--- src/core/pel_defines.vh ---
/*
 Constants for the protection error latch and PWM gate block:
 APB register map, field positions, cause codes and timing counts.
 Assumes a 250 MHz pclk.
*/
`ifndef PEL_DEFINES_VH
`define PEL_DEFINES_VH

`define PEL_ADDR_CTRL 12'h000
`define PEL_ADDR_STATUS 12'h004
`define PEL_ADDR_RAW 12'h008
`define PEL_ADDR_ID 12'h00c

`define PEL_CTRL_SW_FAULT 0
`define PEL_CTRL_SW_ACK 1

`define PEL_ST_FAULT 3
`define PEL_ST_EN_LED 4
`define PEL_ST_GATE 5
`define PEL_ST_ACK 6
`define PEL_ST_SW_FAULT 7
`define PEL_ST_SW_ACK 8
`define PEL_ST_CODE_HI 2
`define PEL_ST_CODE_LO 0

`define PEL_RAW_HI 6
`define PEL_RAW_LO 0
`define PEL_RAW_REQ 7

`define PEL_N_SCALAR_PINS 14

`define PEL_CODE_NONE 3'h0
`define PEL_CODE_OV 3'h1
`define PEL_CODE_UV 3'h2
`define PEL_CODE_OC 3'h3
`define PEL_CODE_OT 3'h4
`define PEL_CODE_PWR 3'h5
`define PEL_CODE_APP 3'h6
`define PEL_CODE_MAN 3'h7

`define PEL_CLK_MHZ 250
`define PEL_SW_HOLD_MS 1000
`define PEL_SW_HOLD_CYC (`PEL_SW_HOLD_MS * 1000 * `PEL_CLK_MHZ)

`define PEL_ID_VALUE 32'h0000_5e1a

`endif

--- src/core/pel_sync.v ---
/*
 Two-flop synchroniser for a vector of asynchronous pins.
 Assumes inputs are quasi-static relative to pclk; reset value is a parameter.
*/
`timescale 1ns/10ps
`default_nettype none

module pel_sync #(
    parameter WIDTH = 1,
    parameter [WIDTH-1:0] RESET_VAL = {WIDTH{1'b1}}
) (
    input wire pclk,
    input wire presetn,
    input wire [WIDTH-1:0] async_in,
    output wire [WIDTH-1:0] sync_out
);

    reg [WIDTH-1:0] meta_q;
    reg [WIDTH-1:0] sync_q;

    always @(posedge pclk or negedge presetn) begin
        if (!presetn) begin
            meta_q <= RESET_VAL;
            sync_q <= RESET_VAL;
        end else begin
            meta_q <= async_in;
            sync_q <= meta_q;
        end
    end

    assign sync_out = sync_q;

endmodule // pel_sync

`default_nettype wire

--- src/core/pel_top.v ---
/*
 Protection error latch and PWM gate. Gathers active-low fault inputs,
 latches a global fault with a 3-bit cause code, gates six PWM lines and
 offers an APB port for software fault trigger and acknowledge.
 Assumes all pins except the APB port are asynchronous to pclk; the analog code output is a
 digital level word for an external DAC.
*/
`timescale 1ns/10ps
`default_nettype none
`include "pel_defines.vh"

module pel_top #(
    parameter NUM_PWM = 6,
    parameter CODE_W = 8,
    parameter [31:0] SW_HOLD_CYCLES = `PEL_SW_HOLD_CYC,
    parameter [31:0] ID_VALUE = `PEL_ID_VALUE
) (
    input wire pclk,
    input wire presetn,
    // APB
    input wire psel,
    input wire penable,
    input wire pwrite,
    input wire [11:0] paddr,
    input wire [31:0] pwdata,
    output wire pready,
    output wire pslverr,
    output reg [31:0] prdata,
    // PWM path, active low
    input wire [NUM_PWM-1:0] ctrl_pwm_in,
    output reg [NUM_PWM-1:0] stage_pwm_out,
    output reg pwm_buffer_gate_n,
    input wire ctrl_pwm_enable_n,
    // Fault inputs, active low
    input wire ctrl_fault_trigger_n,
    input wire ext_fault_n,
    input wire app_board_fault_n,
    input wire supply_fault_n,
    input wire overtemp_fault_n,
    input wire [2:0] phase_overcurrent_n,
    input wire stage_overcurrent_in,
    input wire undervolt_fault_n,
    input wire overvolt_fault_n,
    // Acknowledge sources, active low
    input wire ctrl_ack_n,
    input wire external_ack_input,
    // Status outputs
    output reg global_fault_n,
    output reg stage_ack_n,
    output reg stage_enable,
    output reg enable_led,
    output reg cause_led_bit2,
    output reg cause_led_bit1,
    output reg cause_led_bit0,
    output reg [CODE_W-1:0] cause_code_analog
);

    localparam N_ASYNC = NUM_PWM + `PEL_N_SCALAR_PINS;

    // Synchronised pins; resets to inactive levels
    // PWM lines too: three cycles of lag buy glitch-free gating
    wire [N_ASYNC-1:0] pins_raw;
    wire [N_ASYNC-1:0] pins_s;
    assign pins_raw = {ctrl_pwm_in, ctrl_pwm_enable_n, ctrl_fault_trigger_n, ext_fault_n,
        app_board_fault_n, supply_fault_n, overtemp_fault_n, phase_overcurrent_n,
        stage_overcurrent_in, undervolt_fault_n, overvolt_fault_n, ctrl_ack_n,
        external_ack_input};

    pel_sync #(
        .WIDTH(N_ASYNC),
        .RESET_VAL({N_ASYNC{1'b1}})
    ) u_sync (
        .pclk(pclk),
        .presetn(presetn),
        .async_in(pins_raw),
        .sync_out(pins_s)
    );

    wire [NUM_PWM-1:0] pwm_s;
    wire en_req_n_s;
    wire ctrl_trig_n_s;
    wire ext_fault_n_s;
    wire app_n_s;
    wire pwr_n_s;
    wire ot_n_s;
    wire [2:0] phase_oc_n_s;
    wire stage_oc_n_s;
    wire uv_n_s;
    wire ov_n_s;
    wire ctrl_ack_n_s;
    wire ext_ack_n_s;
    assign {pwm_s, en_req_n_s, ctrl_trig_n_s, ext_fault_n_s, app_n_s, pwr_n_s, ot_n_s,
        phase_oc_n_s, stage_oc_n_s, uv_n_s, ov_n_s, ctrl_ack_n_s, ext_ack_n_s} = pins_s;

    // Software one-shots, one second each
    reg sw_fault_q;
    reg sw_ack_q;
    reg [31:0] sw_fault_cnt_q;
    reg [31:0] sw_ack_cnt_q;

    // APB: zero wait state, every access completes in its access cycle
    wire apb_wr;
    wire rd_setup;
    wire addr_ok;
    assign apb_wr = psel & penable & pwrite;
    assign rd_setup = psel & ~penable & ~pwrite;
    assign addr_ok = (paddr == `PEL_ADDR_CTRL) || (paddr == `PEL_ADDR_STATUS) ||
        (paddr == `PEL_ADDR_RAW) || (paddr == `PEL_ADDR_ID);
    assign pready = 1'b1;
    assign pslverr = psel & penable & ~addr_ok;

    wire wr_ctrl;
    assign wr_ctrl = apb_wr && (paddr == `PEL_ADDR_CTRL);

    always @(posedge pclk or negedge presetn) begin
        if (!presetn) begin
            sw_fault_q <= 1'b0;
            sw_fault_cnt_q <= 32'h0000_0000;
        end else if (wr_ctrl && pwdata[`PEL_CTRL_SW_FAULT]) begin
            sw_fault_q <= 1'b1;
            sw_fault_cnt_q <= SW_HOLD_CYCLES - 32'h0000_0001;
        end else if (sw_fault_q) begin
            if (sw_fault_cnt_q == 32'h0000_0000) begin
                sw_fault_q <= 1'b0;
            end else begin
                sw_fault_cnt_q <= sw_fault_cnt_q - 32'h0000_0001;
            end
        end
    end

    always @(posedge pclk or negedge presetn) begin
        if (!presetn) begin
            sw_ack_q <= 1'b0;
            sw_ack_cnt_q <= 32'h0000_0000;
        end else if (wr_ctrl && pwdata[`PEL_CTRL_SW_ACK]) begin
            sw_ack_q <= 1'b1;
            sw_ack_cnt_q <= SW_HOLD_CYCLES - 32'h0000_0001;
        end else if (sw_ack_q) begin
            if (sw_ack_cnt_q == 32'h0000_0000) begin
                sw_ack_q <= 1'b0;
            end else begin
                sw_ack_cnt_q <= sw_ack_cnt_q - 32'h0000_0001;
            end
        end
    end

    // Fault causes, active high
    wire f_man;
    wire f_app;
    wire f_pwr;
    wire f_ot;
    wire f_oc;
    wire f_uv;
    wire f_ov;
    assign f_man = ~ctrl_trig_n_s | sw_fault_q | ~ext_fault_n_s;
    assign f_app = ~app_n_s;
    assign f_pwr = ~pwr_n_s;
    assign f_ot = ~ot_n_s;
    assign f_oc = ~(&phase_oc_n_s) | ~stage_oc_n_s;
    assign f_uv = ~uv_n_s;
    assign f_ov = ~ov_n_s;

    // Highest numeric code wins among simultaneous causes
    reg [2:0] new_code;
    always @* begin
        if (f_man) begin
            new_code = `PEL_CODE_MAN;
        end else if (f_app) begin
            new_code = `PEL_CODE_APP;
        end else if (f_pwr) begin
            new_code = `PEL_CODE_PWR;
        end else if (f_ot) begin
            new_code = `PEL_CODE_OT;
        end else if (f_oc) begin
            new_code = `PEL_CODE_OC;
        end else if (f_uv) begin
            new_code = `PEL_CODE_UV;
        end else if (f_ov) begin
            new_code = `PEL_CODE_OV;
        end else begin
            new_code = `PEL_CODE_NONE;
        end
    end

    wire any_fault;
    wire ack_any;
    assign any_fault = (new_code != `PEL_CODE_NONE);
    assign ack_any = ~ctrl_ack_n_s | ~ext_ack_n_s | sw_ack_q;

    // Latch: reset enters manual fault; a live cause beats acknowledge,
    // so an ack cannot clear a fault whose cause is still present
    localparam ST_READY = 1'b0;
    localparam ST_FAULT = 1'b1;

    reg state_q;
    reg state_d;
    reg [2:0] code_q;
    reg [2:0] code_d;
    wire fault_latched;
    assign fault_latched = (state_q == ST_FAULT);

    always @* begin
        state_d = state_q;
        code_d = code_q;
        case (state_q)
            ST_READY: begin
                if (any_fault) begin
                    state_d = ST_FAULT;
                    code_d = new_code;
                end
            end
            ST_FAULT: begin
                if (any_fault) begin
                    // A lower cause never hides a higher one already shown
                    if (new_code > code_q) begin
                        code_d = new_code;
                    end
                end else if (ack_any) begin
                    state_d = ST_READY;
                    code_d = `PEL_CODE_NONE;
                end
            end
            default: begin
                state_d = ST_FAULT;
                code_d = `PEL_CODE_MAN;
            end
        endcase
    end

    always @(posedge pclk or negedge presetn) begin
        if (!presetn) begin
            state_q <= ST_FAULT;
            code_q <= `PEL_CODE_MAN;
        end else begin
            state_q <= state_d;
            code_q <= code_d;
        end
    end

    // PWM gate: no fault, no ack in progress, request active
    wire gate_on;
    assign gate_on = ~fault_latched & ~ack_any & ~en_req_n_s;

    // One gate per line; a closed gate parks the line at its idle level
    wire [NUM_PWM-1:0] pwm_gated;
    genvar g;
    generate
        for (g = 0; g < NUM_PWM; g = g + 1) begin : g_pwm
            assign pwm_gated[g] = gate_on ? pwm_s[g] : 1'b1;
        end
    endgenerate

    // Power stage side
    always @(posedge pclk or negedge presetn) begin
        if (!presetn) begin
            pwm_buffer_gate_n <= 1'b1;
            stage_enable <= 1'b0;
            stage_pwm_out <= {NUM_PWM{1'b1}};
            stage_ack_n <= 1'b1;
        end else begin
            pwm_buffer_gate_n <= ~gate_on;
            stage_enable <= gate_on;
            stage_pwm_out <= pwm_gated;
            stage_ack_n <= ~(ack_any & en_req_n_s);
        end
    end

    // Indicators and controller side; analog word tracks the LEDs from reset on
    always @(posedge pclk or negedge presetn) begin
        if (!presetn) begin
            enable_led <= 1'b0;
            global_fault_n <= 1'b0;
            cause_led_bit2 <= 1'b1;
            cause_led_bit1 <= 1'b1;
            cause_led_bit0 <= 1'b1;
            cause_code_analog <= {`PEL_CODE_MAN, {(CODE_W-3){1'b0}}};
        end else begin
            enable_led <= gate_on;
            global_fault_n <= ~fault_latched;
            cause_led_bit2 <= code_q[2];
            cause_led_bit1 <= code_q[1];
            cause_led_bit0 <= code_q[0];
            // Equal steps: code scaled into the top bits of the DAC word
            cause_code_analog <= {code_q, {(CODE_W-3){1'b0}}};
        end
    end

    // Read word captured at the end of setup, so the access cycle shows
    // a flop; it reflects state one cycle before the access
    reg [31:0] rdata_d;
    always @* begin
        rdata_d = 32'h0000_0000;
        case (paddr)
            `PEL_ADDR_CTRL: begin
                rdata_d[`PEL_CTRL_SW_FAULT] = sw_fault_q;
                rdata_d[`PEL_CTRL_SW_ACK] = sw_ack_q;
            end
            `PEL_ADDR_STATUS: begin
                rdata_d[`PEL_ST_CODE_HI:`PEL_ST_CODE_LO] = code_q;
                rdata_d[`PEL_ST_FAULT] = fault_latched;
                rdata_d[`PEL_ST_EN_LED] = enable_led;
                rdata_d[`PEL_ST_GATE] = gate_on;
                rdata_d[`PEL_ST_ACK] = ack_any;
                rdata_d[`PEL_ST_SW_FAULT] = sw_fault_q;
                rdata_d[`PEL_ST_SW_ACK] = sw_ack_q;
            end
            `PEL_ADDR_RAW: begin
                rdata_d[`PEL_RAW_HI:`PEL_RAW_LO] = {f_man, f_app, f_pwr, f_ot, f_oc, f_uv, f_ov};
                rdata_d[`PEL_RAW_REQ] = ~en_req_n_s;
            end
            `PEL_ADDR_ID: begin
                rdata_d = ID_VALUE; // Arbitrary identification value
            end
            default: begin
                rdata_d = 32'h0000_0000;
            end
        endcase
    end

    always @(posedge pclk or negedge presetn) begin
        if (!presetn) begin
            prdata <= 32'h0000_0000;
        end else if (rd_setup) begin
            prdata <= rdata_d;
        end else if (!psel) begin
            prdata <= 32'h0000_0000;
        end
    end

endmodule // pel_top

`default_nettype wire

--- config.mk ---
export PLATFORM = sky130hd
export DESIGN_NAME = pel_top
export DESIGN_NICKNAME = d
export VERILOG_FILES = /design/src/core/pel_sync.v /design/src/core/pel_top.v
export VERILOG_INCLUDE_DIRS = /design/src /design/src/core
export SDC_FILE = /design/constraint.sdc
export NUM_CORES = 1
export LEC_CHECK = 0
export ABC_CLOCK_PERIOD_IN_PS = 2750
export BUFFER_PORTS_ARGS = -buffer_cell sky130_fd_sc_hd__buf_2
export CAP_MARGIN = 10
export CORE_MARGIN = 2
export CORE_UTILIZATION = 55
export DETAILED_ROUTE_END_ITERATION = 10
export PLACE_DENSITY = 0.87
export SKIP_LAST_GASP = 1
export SYNTH_ARGS = -nofsm -noshare
export SYNTH_HDL_FRONTEND = slang
export SYNTH_SLANG_ARGS = --single-unit
--- constraint.sdc ---
create_clock -name pclk -period 2.75 [get_ports pclk]
set_clock_uncertainty 0.15 [all_clocks]
set_input_delay 0.55 -clock pclk [delete_from_list [all_inputs] [get_ports pclk]]
set_output_delay 0.55 -clock pclk [all_outputs]
set_load 0.02 [all_outputs]
# Word level (Yosys, flattened, before mapping)
# Cells that the tools add are included.
dict set report word_totals {
  output_inout_bits 56
  ff_bits 158
  inputBits 69
}
dict set report op_classes {
  bitwise_logic 32
  addsub 2
  n_reduce_logical 16
  magnitude_cmp 1
  n_eq_ne 9
  n_mux 40
}
# operator n
set op_table {}
lappend op_table {{two-way mux 32 bit} 8}
lappend op_table {{logical NOT 32 bit} 2}
lappend op_table {{subtractor 32 x 1 -> 32 bit, second input constant} 2}
lappend op_table {{== test 12 x 4 -> 1 bit, second input constant} 2}
lappend op_table {{two-way mux 3 bit} 8}
lappend op_table {{NOT 1 bit} 19}
lappend op_table {{one-hot mux 6 bit (3 select lines)} 1}
lappend op_table {{two-way mux 1 bit} 17}
lappend op_table {{== test 12 x 3 -> 1 bit, second input constant} 1}
lappend op_table {{logical NOT 12 bit} 1}
lappend op_table {{AND 1 bit} 8}
lappend op_table {{one-hot mux 2 bit (4 select lines)} 1}
lappend op_table {{two-way mux 6 bit} 1}
lappend op_table {{inequality test 2 bit, second input constant} 3}
lappend op_table {{one-hot mux 3 bit (2 select lines)} 1}
lappend op_table {{AND reduction 3 bit} 2}
lappend op_table {{bitwise OR 1 bit} 5}
lappend op_table {{two-way mux 2 bit} 2}
lappend op_table {{AND reduction 2 bit} 2}
lappend op_table {{nonzero test 2 bit} 2}
lappend op_table {{greater-than comparator 3 bit} 1}
lappend op_table {{logical AND 1 bit} 3}
lappend op_table {{logical OR 1 bit} 3}
lappend op_table {{inequality test 3 x 2 -> 1 bit, second input constant} 1}
lappend op_table {{other kinds (4)} 4}

# Longest topological paths before layout
# Gate-level depths: netlist of the first run.
dict set report logic_depth {
  ltp_word 12
  depth_mapped 10
}

# By module
# From an unflattened synthesis of the first run, not the netlist that was laid out.
dict set report unflattened {
  hier_cells 625
  area_unflattened_um2 6416.2
}
# mod area_each_um2 cells_each n_inst seq_area_each_um2
set modules_own_cells {}
lappend modules_own_cells {pel_top 5365.1 585 1 2346.0}
lappend modules_own_cells {pel_sync 1051.0 40 1 1051.0}

# Worst setup path before layout of the first run
# Ideal clock, no wire load.
dict set report synth_path {
  kind {register to register}
  from {reg u_sync.sync_q[4] (netlist: u_sync.sync_out[4])}
  to {reg code_q[1]}
  path_slack_ns 0.349
  stages_incl_launch_ff 11
  arrival_time_ns 2.169
  setup_time_ns 0.082
  path_cell_list {dfstp_2 nand4_1 o21ai_0 nand2_1 a21boi_0 ha_1 inv_1 a211oi_1 o21ai_0 mux2i_1 mux2_2}
}
dict set report synth_between {
  elab_chain_cells 10
}
# item line_no
set synth_lines {}
lappend synth_lines {{start: declaration} pel_sync.v:19} ;# reg [WIDTH-1:0] sync_q;
lappend synth_lines {{start signal: assignment} pel_sync.v:27} ;# sync_q <= meta_q;
lappend synth_lines {{NOT 1 bit *} pel_top.v:159} ;# assign f_oc = ~(&phase_oc_n_s) | ~stage_oc_n_s;
lappend synth_lines {{bitwise OR 1 bit *} pel_top.v:159}
lappend synth_lines {{two-way mux 2 bit *} pel_top.v:174} ;# end else if (f_oc) begin
lappend synth_lines {{two-way mux 3 bit *} pel_top.v:172} ;# end else if (f_ot) begin
lappend synth_lines {{two-way mux 3 bit *} pel_top.v:170} ;# end else if (f_pwr) begin
lappend synth_lines {{two-way mux 3 bit *} pel_top.v:168} ;# end else if (f_app) begin
lappend synth_lines {{two-way mux 3 bit *} pel_top.v:166} ;# if (f_man) begin
lappend synth_lines {{greater-than comparator 3 bit, or another cell as far along} pel_top.v:215} ;# if (new_code > code_q) begin
lappend synth_lines {{inequality test 3 x 2 -> 1 bit (no source line), or another cell as far along} n/a}
lappend synth_lines {{AND reduction 3 bit (no source line) or one-hot mux 3 bit (2 select lines) (tied branches)} n/a}
lappend synth_lines {{end signal: assignment} pel_top.v:233} ;# code_q <= `PEL_CODE_MAN;
lappend synth_lines {{end signal: assignment} pel_top.v:236} ;# code_q <= code_d;
lappend synth_lines {{end: declaration} pel_top.v:197} ;# reg [2:0] code_q;
# Every way passes the cells marked *; elsewhere a longest branch is shown, timed or not. The select of a mux whose other input is x is not followed.
# A chain may end at the register's enable or synchronous reset.

# Final worst setup path of the first run
dict set report layout_path {
  from {reg u_sync.sync_q[6] (netlist: u_sync.sync_out[6])}
  to {reg code_q[2]}
}
dict set report layout_between {
  elab_chain_cells 11
}
# item line_no
set layout_lines {}
lappend layout_lines {{AND reduction 3 bit *} pel_top.v:159}
lappend layout_lines {{NOT 1 bit *} pel_top.v:159}
lappend layout_lines {{bitwise OR 1 bit *} pel_top.v:159}
lappend layout_lines {{two-way mux 2 bit *} pel_top.v:174}
lappend layout_lines {{two-way mux 3 bit *} pel_top.v:172}
lappend layout_lines {{two-way mux 3 bit *} pel_top.v:170}
lappend layout_lines {{two-way mux 3 bit *} pel_top.v:168}
lappend layout_lines {{two-way mux 3 bit *} pel_top.v:166}
lappend layout_lines {{greater-than comparator 3 bit or nonzero test 3 bit (tied branches)} n/a}
lappend layout_lines {{inequality test 3 x 2 -> 1 bit (no source line), or another cell as far along} n/a}
lappend layout_lines {{AND reduction 3 bit (no source line) or one-hot mux 3 bit (2 select lines) (tied branches)} n/a}
# Every way passes the cells marked *; elsewhere a longest branch is shown, timed or not.

==> summary.txt, run 1 <==
First-pass GRT wire length - 22900 um
Initial antenna violation count - 1
Multiplexer share of the synthesized area - 0.694%
Most common cell after layout, fill and taps aside - dfrtp_1
Post-Synth Simple-Gate Area - 21.6%
Core area - 0.0108 mm2
Worst VDD drop - 0.454 mV
Pins over their slew limit - 0
Number of synthesized register bits - 133
Distinct cells, synth - 58
Total gr overflow - 0
R2R Setup Slk - 0.03 ns
Setup-failing EPs final - 0
Vias in the first global route - 4945
Via Count - 4991
Detailed-route wire length per cell - 16.7 um
Achievable Freq - 368 MHz
DP Worst Slack - -0.121 ns
# nets final - 765
Compound-Gate Fraction of Synth Area - 12.1%
Post-route cell area - 0.00745 mm2
WP data required - 3.05 ns
HP Class - input port to register
Port bufs - 70
Ys async rst share - 100%
Die span in y - 110 um
Crit path cell chain - nand4_1 > nor2_2 > o211ai_1 > ha_1 > nand3_1 > o21ai_1 > o21ai_1 > mux2i_2 > mux2_2
Period minus WS final - 2.72 ns
Cell Rows - 38
CTS tree - done
H-tree levels - 4
CTS Buffer Depth - 2
Via density - 5.91
Clk Latency, worst-skew pair - 0.53 ns
Critical path's largest stage delay - 0.51 ns
Most frequent cells in the layout - dfrtp_1, buf_2, dfstp_2, nor2_1, nand2_1
Most used cell, CP - o21ai_1
CTS Buf Count - 17
Reg clk slew, reported paths - 0.06 ns
DRC Markers - 0
Drt initial violations - 472
Final wirelength - 14100 um
Worst r2r dst - code_q[2]
Min Hold Slack - 0.174 ns
Hold Path Sink - prdata[8]
Top Ports - 125
Slew margin rel. - 55.4%
Starting density of the core - 56.5%
Yosys warns - 0
ANT nets after route - 0
Slew at the pin with the worst max-slew slack - 0.666 ns
Sink Count - 133
Setup Crit Path Kind - register to register
GPL Wtd Cong - 0.858
Hold Path Origin - psel
Hold path depth - 2
Adder-Cell Fraction of Synth Area - 1.02%
Final hold vios - 0
Die area - 0.0120 mm2
DIE WIDTH - 110 um
CP max stage cell - dfstp_2
Largest net degree at the start of global routing - 51
Syn Inst Count - 580
Util after Layout - 68.7%
WP data arrival - 3.02 ns
Status - finished clean
Period Utilization, post-route - 98.9%
LEAKAGE - 2.99 nW
Critical path peak fanout - 3
Diode count - 0
FF-to-FF path depth - 9
GRT Util Overall - 24.8%
Fillcell total - 732
Power per cell area - 607 mW/mm2
Crit end category - register
Total power - 0.00453 W
Avg Synthesized Cell Area - 10.6 um2
Final setup margin - 0.0294 ns
Critical Path Source Type - register
Xor and xnor area share after synthesis - 3.00%
EDFF count, synth - 0
Area grow syn2layout - 21.6%
CTS root buffer - clkbuf_8
Post-synthesis sequential area ratio - 55.4%
Layout cells sized above 1 - 30.1%
Reg2Reg Launch Point - u_sync.sync_out[6]
Mapped Area - 0.00613 mm2
Largest family of logic cells by synthesized area - simple AND/OR/NAND/NOR gates
DRT Pass-1 Iters - 5
Area after DPL - 0.00663 mm2
Placed wire-length estimate - 9120 um
Max-Cap Viols - 0
Most used DFF post-synth - dfrtp_1
[synth_stat cells, drive strengths merged (6+ instances only)]
library cell | instances | share of area [%]
dfrtp | 78 | 32
dfstp | 55 | 24
nor2 | 50 | 3.1
nand2 | 38 | 2.3
buf | 36 | 4.2
a21oi | 25 | 2.0
o21ai | 24 | 2.0
nand3 | 21 | 1.7
xnor2 | 20 | 2.9
nor4 | 18 | 1.9
or3 | 17 | 1.8
nand4 | 16 | 1.7
inv | 15 | 0.92
o31ai | 15 | 1.8
clkbuf | 14 | 0.86
or4 | 14 | 1.8
a211oi | 13 | 1.6
and3 | 13 | 1.3
nor3 | 12 | 0.98
and4 | 10 | 1.4
or2 | 10 | 1.0
a22o | 6 | 0.86
[state kept, by name, indices dropped and copies added (netlist names)]
| signal | cells |
|---|---|
| u_sync.sync_out | 20 |
| sw_ack_q | 1 |
| stage_ack_n | 1 |
| fault_latched | 1 |
| prdata | 10 |
| enable_led | 1 |
| u_sync.meta_q | 20 |
| stage_pwm_out | 6 |
| sw_fault_q | 1 |
| cause_code_analog | 3 |
| code_q | 3 |
| sw_ack_cnt_q | 32 |
| global_fault_n | 1 |
| sw_fault_cnt_q | 32 |
| pwm_buffer_gate_n | 1 |
[worst max-delay path, delay by kind of cell, from the launching register on]
family                     cells  cell delay, ns
AOI/OAI and AO/OA              3            0.37
adders and majority gates      1            0.36
and+or+nand+nor                3            0.64
muxes                          2            0.61
DFF                            1            0.51
[repair_timing]
| action | 4_1_cts | 5_1_grt |
|---|---|---|
| pin swaps | 0 | 6 |
| buffers inserted | 0 | 3 |
| hold endpoints to repair | 29 | 0 |
| endpoints found under the setup margin | 3 | 3 |
| hold buffers | 21 | 0 |
| gates resized for setup | 2 | 5 |
[worst max-delay path by stage]
stage                                   from         to  slack [ns]  cells past startpoint
after floorplan           u_sync.sync_out[4]  code_q[1]        0.35                     10
after global placement    u_sync.sync_out[4]  code_q[1]         0.1                     10
after detailed placement  u_sync.sync_out[4]  code_q[2]       -0.12                     10
after CTS                 u_sync.sync_out[4]  code_q[2]        0.04                     10
after global routing      u_sync.sync_out[6]  code_q[2]       -0.05                      8
final                     u_sync.sync_out[6]  code_q[2]        0.03                      9
[logic make-up after synthesis]
| logic type | after synthesis |
|---|---|
| DFF | 133 |
| and+or+nand+nor | 239 |
| buffers and inverters | 65 |
| other | 2 |
| AOI/OAI and AO/OA | 111 |
| xor gates and xnor gates | 21 |
| muxes | 4 |
| adders and majority gates | 5 |
[through the flow]
stage / setup TNS (ns) / cells
finish: 0 / 844
global route: -0.115 / 844
CTS: 0 / 841
detailed placement: -0.327 / 788
global placement: 0 / 788
floorplan: 0 / 602
[power breakdown]
part	switching, W	internal, W
Combinational	0.000149	0.0000972
Sequential	0.0000825	0.00207
Clock	0.000833	0.00130
[layer usage]
metal  vias up  GRT usage [%]  share of wire (%)
met5         -              0              0.099
met4         2           10.0                2.7
met3        41           7.23                5.8
met2       205           43.0                 52
met1      2464           28.8                 40
li1       2279              -                  -
[cell type report]
class / count / area (um2) / area share [%]
clock buffers: 23 / 510 / 6.85
clock inverters: 9 / 63.8 / 0.857
inverters: 15 / 56.3 / 0.756
multi-input cells: 404 / 2450 / 32.9
flip-flops and latches: 133 / 3400 / 45.6
well taps: 140 / 175 / 2.35
repair buffers: 120 / 793 / 10.6
(Power assumes the default switching activity.)
==> run 2, diff against run 1 <==
Settings changed: PLACE_DENSITY 0.87 to 0.8, SETUP_SLACK_MARGIN from default to 0.15.
==> run 2 against run 1 <==
  * Sequential power is essentially flat
  * Power grew 6.8%
  * Routed wire length grew 5.9%
  * Maximum frequency grew 4.8%
  * Sequential share of layout area shrank 0.51 points
  * Sequential cell count is the same
  * Die area is the same
  * Final cell count is the same
==> summary.txt, run 2 (synthesis results as in run 1) <==
Status - finished clean
Top Ports - 125 (unchanged)
LEAKAGE - 3.02 nW (+0.86%)
Most common cell after layout, fill and taps aside - dfrtp_1
Slew at the pin with the worst max-slew slack - 0.627 ns (-0.0390 ns)
Hold path depth - 2 (unchanged)
Post-route cell area - 0.00753 mm2 (+1.1%)
CTS Buf Count - 17 (unchanged)
Hold Path Origin - psel
Critical path's top delay family - flip-flops
Crit path cell chain - nand2_1 > nor2_1 > o211ai_1 > ha_1 > a211oi_2 > o21ai_1 > mux2i_1 > buf_4 > mux2_2
Drt initial violations - 388 (-18%)
Cell Rows - 38 (unchanged)
CTS root buffer - clkbuf_8
Register share of total power - 44.5% (-3.0 points)
CP max stage cell - dfstp_2
WP data arrival - 2.91 ns (-0.11 ns)
HP Class - input port to register
Reg clk slew, reported paths - 0.06 ns (about the same)
DRT Pass-1 Iters - 5 (unchanged)
Starting density of the core - 56.5% (unchanged)
FF-to-FF path depth - 9 (unchanged)
Combinational group share of total power - 5.2% (-0.2 points)
Port bufs - 70 (unchanged)
Top flop regs - sw_ack_cnt_q (32), sw_fault_cnt_q (32)
Setup Crit Path Kind - register to register
Pins over their slew limit - 0 (unchanged)
Die span in y - 110 um (unchanged)
Worst VDD drop - 0.769 mV (+69%)
RSZ-0062 raised after global routing - yes
Initial antenna violation count - 0 (-1)
R2R Setup Slk - 0.15 ns (+0.12 ns)
Psw - 0.00117 W (+9.9%)
ANT nets after route - 0 (unchanged)
WP data required - 3.07 ns (+0.02 ns)
Power per cell area - 641 mW/mm2 (+5.6%)
Sink Count - 133 (unchanged)
Final hold vios - 0 (unchanged)
Reg2Reg Launch Point - u_sync.sync_out[11]
Internal - 0.00366 W (+5.8%)
CTS Buffer Depth - 2 (unchanged)
DIE WIDTH - 110 um (unchanged)
Diode count - 0 (unchanged)
Hold Path Sink - prdata[8]
Total gr overflow - 0 (unchanged)
Vias in the first global route - 5075 (+2.6%)
Most frequent cells in the layout - dfrtp_1, buf_2, dfstp_2, nor2_1, nand2_1
Critical Path Source Type - register
Setup-failing EPs final - 0 (unchanged)
DRC Markers - 0 (unchanged)
Period minus WS final - 2.60 ns (-0.124 ns)
Core area - 0.0108 mm2 (unchanged)
Via Count - 5030 (+0.78%)
GRT Util Overall - 26.5% (+1.7 points)
Power share of the clock group - 50.4% (+3.3 points)
Placed wire-length estimate - 9210 um (+0.91%)
# nets final - 765 (unchanged)
GPL Wtd Cong - 0.923 (+7.6%)
Clk Latency, worst-skew pair - 0.54 ns (about the same)
Sw frac - 24.2% (+0.68 points)
CTS tree - done
Detailed-route wire length per cell - 17.7 um (+5.9%)
H-tree levels - 4 (unchanged)
Max-Cap Viols - 0 (unchanged)
Slew margin rel. - 58.2% (+2.8 points)
Area grow syn2layout - 23.0%
Worst r2r dst - code_q[1]
Layout cells sized above 1 - 31.0% (+0.85 points)
Critical path peak fanout - 5 (+2)
Crit end category - register
Largest net degree at the start of global routing - 53 (+3.9%)
Final wirelength - 15000 um (+5.9%)
First-pass GRT wire length - 24200 um (+5.8%)
Area after DPL - 0.00662 mm2 (-0.23%)
Critical path's largest stage delay - 0.52 ns (about the same)
Achievable Freq - 385 MHz (+4.8%)
Critical path buffers and inverters - 1 (+1)
Final setup margin - 0.153 ns (+0.124 ns)
Via density - 5.96 (+0.78%)
DP Worst Slack - 0.0228 ns (+0.143 ns)
Die area - 0.0120 mm2 (unchanged)
Period Utilization, post-route - 94.4% (-4.5 points)
[run 2: changes by cell type in the layout (fill, tap and decap cells not counted), sizes merged]
cell	change
clkbuf	-6
clkinvlp	+1
inv	+4
clkinv	-3
bufinv	+4
[run 2: timing repair]
| item | CTS | global route |
|---|---|---|
| endpoints found under the hold margin | 53 | 0 |
| setup endpoints to repair | 3 | 7 |
| hold buffers | 21 | 0 |
| setup buffers | 2 | 3 |
| gates resized for setup | 3 | 9 |
| pin swaps | 1 | 9 |
| gates cloned | 0 | 0 |
[run 2: layer usage]
metal | wire length (um) | vias to the layer above | track usage [%]
met2 | 7850 | 199 | 44.7
li1 | - | 2279 | -
met1 | 5790 | 2504 | 30.4
met4 | 503 | 0 | 15.5
met5 | 0 | - | 0
met3 | 817 | 48 | 6.94
[run 2: metrics by stage]
step / TNS, ns / power [W] / hold WS, ns / instances / utilization [%]
after global routing: -0.0872 / 0.00498 / 0.165 / 844 / 69.5
after detailed placement: 0 / 0.00239 / 0.197 / 786 / 61.0
after floorplan: 0 / 0.00230 / 0.104 / 602 / -
after global placement: 0 / 0.00237 / 0.196 / 786 / 61.0
after CTS: 0 / 0.00484 / 0.142 / 841 / 69.0
final: 0 / 0.00483 / 0.164 / 844 / 69.5
[run 2: worst max path at each step]
stage                        startpoint         to  cells past startpoint
floorplan            u_sync.sync_out[4]  code_q[1]                     10
global placement     u_sync.sync_out[4]  code_q[1]                     10
detailed placement   u_sync.sync_out[4]  code_q[2]                     10
CTS                  u_sync.sync_out[6]  code_q[2]                     11
global route         u_sync.sync_out[4]  code_q[2]                     11
finish              u_sync.sync_out[11]  code_q[1]                      9
[run 2: cell type report]
type | count | area, um2
clock buffer | 17 | 414
tap | 140 | 175
clock inverter | 15 | 218
fill | 709 | 3310
multi-input combinational | 404 | 2480
timing repair buffer | 120 | 793
sequential | 133 | 3400
inverter | 15 | 56.3
[run 2: power groups by stage]
stage | Combinational [W] | Clock [W] | Sequential [W]
2_1_floorplan | 0.000145 | 0 | 0.00215
3_5_place_dp | 0.000218 | 0 | 0.00217
5_1_grt | 0.000280 | 0.00255 | 0.00216
6_report | 0.000249 | 0.00243 | 0.00215
4_1_cts | 0.000243 | 0.00245 | 0.00215
3_3_place_gp | 0.000202 | 0 | 0.00216
==> run 3, diff against run 2 <==
Settings changed: CORE_ASPECT_RATIO from default to 0.6, MAX_ROUTING_LAYER from default to met4.
==> run 3 against run 2 <==
  * Sequential power about the same
  * Highest routed layer unchanged
  * Clock-buffer cell count grew 4
  * Largest cell class unchanged
  * Global-route usage decreased by 1.8 points
  * Routed wire length is 9.2% lower
  * Maximum frequency grew 3.4%
==> summary.txt, run 3 (synthesis results as in run 1) <==
CTS Buffer Depth - 2 (unchanged)
Sink Count - 133 (unchanged)
Worst VDD drop - 0.508 mV (-34%)
Crit end category - register
Crit path cell chain - nor4_1 > nand3_2 > a2111oi_0 > xnor2_1 > nor2_1
H-tree levels - 4 (unchanged)
ANT nets after route - 0 (unchanged)
Die area - 0.0120 mm2 (+0.23%)
First-pass GRT wire length - 22600 um (-6.5%)
Vias in the first global route - 4641 (-8.6%)
CTS Hold Bufs - 0 (-100%)
Layout cells sized above 1 - 31.2% (+0.21 points)
WP data required - 2.90 ns (-0.17 ns)
Core area - 0.0107 mm2 (-1.3%)
R2R Setup Slk - 0.24 ns (+0.08 ns)
Final wirelength - 13600 um (-9.2%)
GPL Wtd Cong - 0.896 (-2.9%)
HP Class - input port to async pin
Port bufs - 70 (unchanged)
Setup TNS - 0 ns (unchanged)
Critical Path Source Type - register
Final std cells w/o fill - 819 (-3.0%)
LEAKAGE - 2.91 nW (-3.8%)
Worst r2r dst - sw_ack_cnt_q[19]
RSZ-0062 raised after global routing - no
Post-route cell area - 0.00725 mm2 (-3.7%)
Power per cell area - 630 mW/mm2 (-1.8%)
Post-Place Cells - 785 (-0.13%)
Critical path's largest stage delay - 0.60 ns (+0.08 ns)
CTS root buffer - clkbuf_16
Area of the multi-input gates - 0.00246 mm2 (-0.61%)
Slew at the pin with the worst max-slew slack - 0.670 ns (+0.0435 ns)
Clk Latency, worst-skew pair - 0.42 ns (-0.12 ns)
DRC Markers - 0 (unchanged)
Detailed-route wire length per cell - 16.6 um (-6.4%)
Setup Crit Path Kind - register to register
Area grow syn2layout - 18.4%
Initial antenna violation count - 0 (unchanged)
Starting density of the core - 57.2% (+0.72 points)
Total gr overflow - 0 (unchanged)
Period Utilization, post-route - 91.4% (-3.1 points)
Cell Rows - 29 (-24%)
FF-to-FF path depth - 5 (-4)
Pins over their slew limit - 0 (unchanged)
Register area - 0.00340 mm2 (unchanged)
Drt initial violations - 415 (+7.0%)
Most frequent cells in the layout - dfrtp_1, buf_2, dfstp_2, nor2_1, nand2_1
WP data arrival - 2.66 ns (-0.25 ns)
Critical path peak fanout - 12 (+7)
Top flop regs - sw_ack_cnt_q (32), sw_fault_cnt_q (32)
Critical path buffers and inverters - 0 (-1)
CP max stage cell - nor4_1
Via Count - 4810 (-4.4%)
Slew margin rel. - 55.0% (-3.2 points)
Critical path's top delay family - simple AND/OR/NAND/NOR gates
Die span in y - 85.8 um (-22%)
Achievable Freq - 398 MHz (+3.4%)
Most common cell after layout, fill and taps aside - dfrtp_1
# nets final - 741 (-3.1%)
Top Ports - 125 (unchanged)
Largest net degree at the start of global routing - 56 (+5.7%)
Area after DPL - 0.00663 mm2 (+0.17%)
Final hold vios - 0 (unchanged)
Fillcell total - 792 (+12%)
CTS tree - done
Min Hold Slack - 0.0146 ns (-0.149 ns)
Placed wire-length estimate - 9210 um (about the same)
GRT Util Overall - 24.7% (-1.8 points)
DIE WIDTH - 140 um (+28%)
DRT Pass-1 Iters - 5 (unchanged)
CTS Buf Count - 17 (unchanged)
Status - finished clean
Via density - 5.87 (-1.5%)
Period minus WS final - 2.51 ns (-0.0843 ns)
Reg2Reg Launch Point - sw_ack_cnt_q[10]
Setup-failing EPs final - 0 (unchanged)
Diode count - 0 (unchanged)
Max-Cap Viols - 0 (unchanged)
Reg clk slew, reported paths - 0.07 ns (about the same)
## run 3: metal layers
metal | GRT usage, % | part of all wire (%) | up-vias | wire (um)
met1 | 33.0 | 45 | 2349 | 6080
li1 | - | - | 2233 | -
met2 | 37.1 | 46 | 210 | 6290
met3 | 5.92 | 7.2 | 18 | 984
met5 | - | 0 | - | 0
met4 | 9.27 | 1.7 | 0 | 225
## run 3: power by group
group	internal (W)	leakage (nW)	switching, W
sequential	0.00207	1.39	0.0000775
clock	0.00133	0.290	0.000883
combinational	0.0000779	1.22	0.000139
## run 3: worst max-delay path by stage
stage,depth (start not counted),startpoint,end,slack [ns]
2_1_floorplan,10,u_sync.sync_out[4],code_q[1],0.35
3_3_place_gp,10,u_sync.sync_out[4],code_q[1],0.15
3_5_place_dp,10,u_sync.sync_out[4],code_q[1],0.07
4_1_cts,11,u_sync.sync_out[4],code_q[1],0.16
5_1_grt,5,sw_ack_cnt_q[10],sw_ack_cnt_q[3],0.14
6_report,5,sw_ack_cnt_q[10],sw_ack_cnt_q[19],0.24
## run 3: area by class of cell
| type | instances | area share, % |
|---|---|---|
| Tap cell | 139 | 2.40 |
| Clock buffer | 21 | 6.95 |
| Timing Repair Buffer | 96 | 7.90 |
| Inverter | 15 | 0.776 |
| Multi-Input combinational cell | 404 | 34.0 |
| Sequential cell | 133 | 46.8 |
| Clock inverter | 11 | 1.17 |
## run 3: through the flow
step,setup WS (ns),total power [W],util (%)
2_1_floorplan,0.349,0.00230,-
3_3_place_gp,0.150,0.00237,61.9
3_5_place_dp,0.0667,0.00239,61.9
4_1_cts,0.159,0.00460,67.6
5_1_grt,0.138,0.00473,67.8
6_report,0.237,0.00457,67.8
## run 3: what timing repair did
action	CTS	global route
pin swaps	0	3
resized for setup	0	8
endpoints found under the hold margin	0	0
endpoints found under the setup margin	2	9
setup buffers	2	0
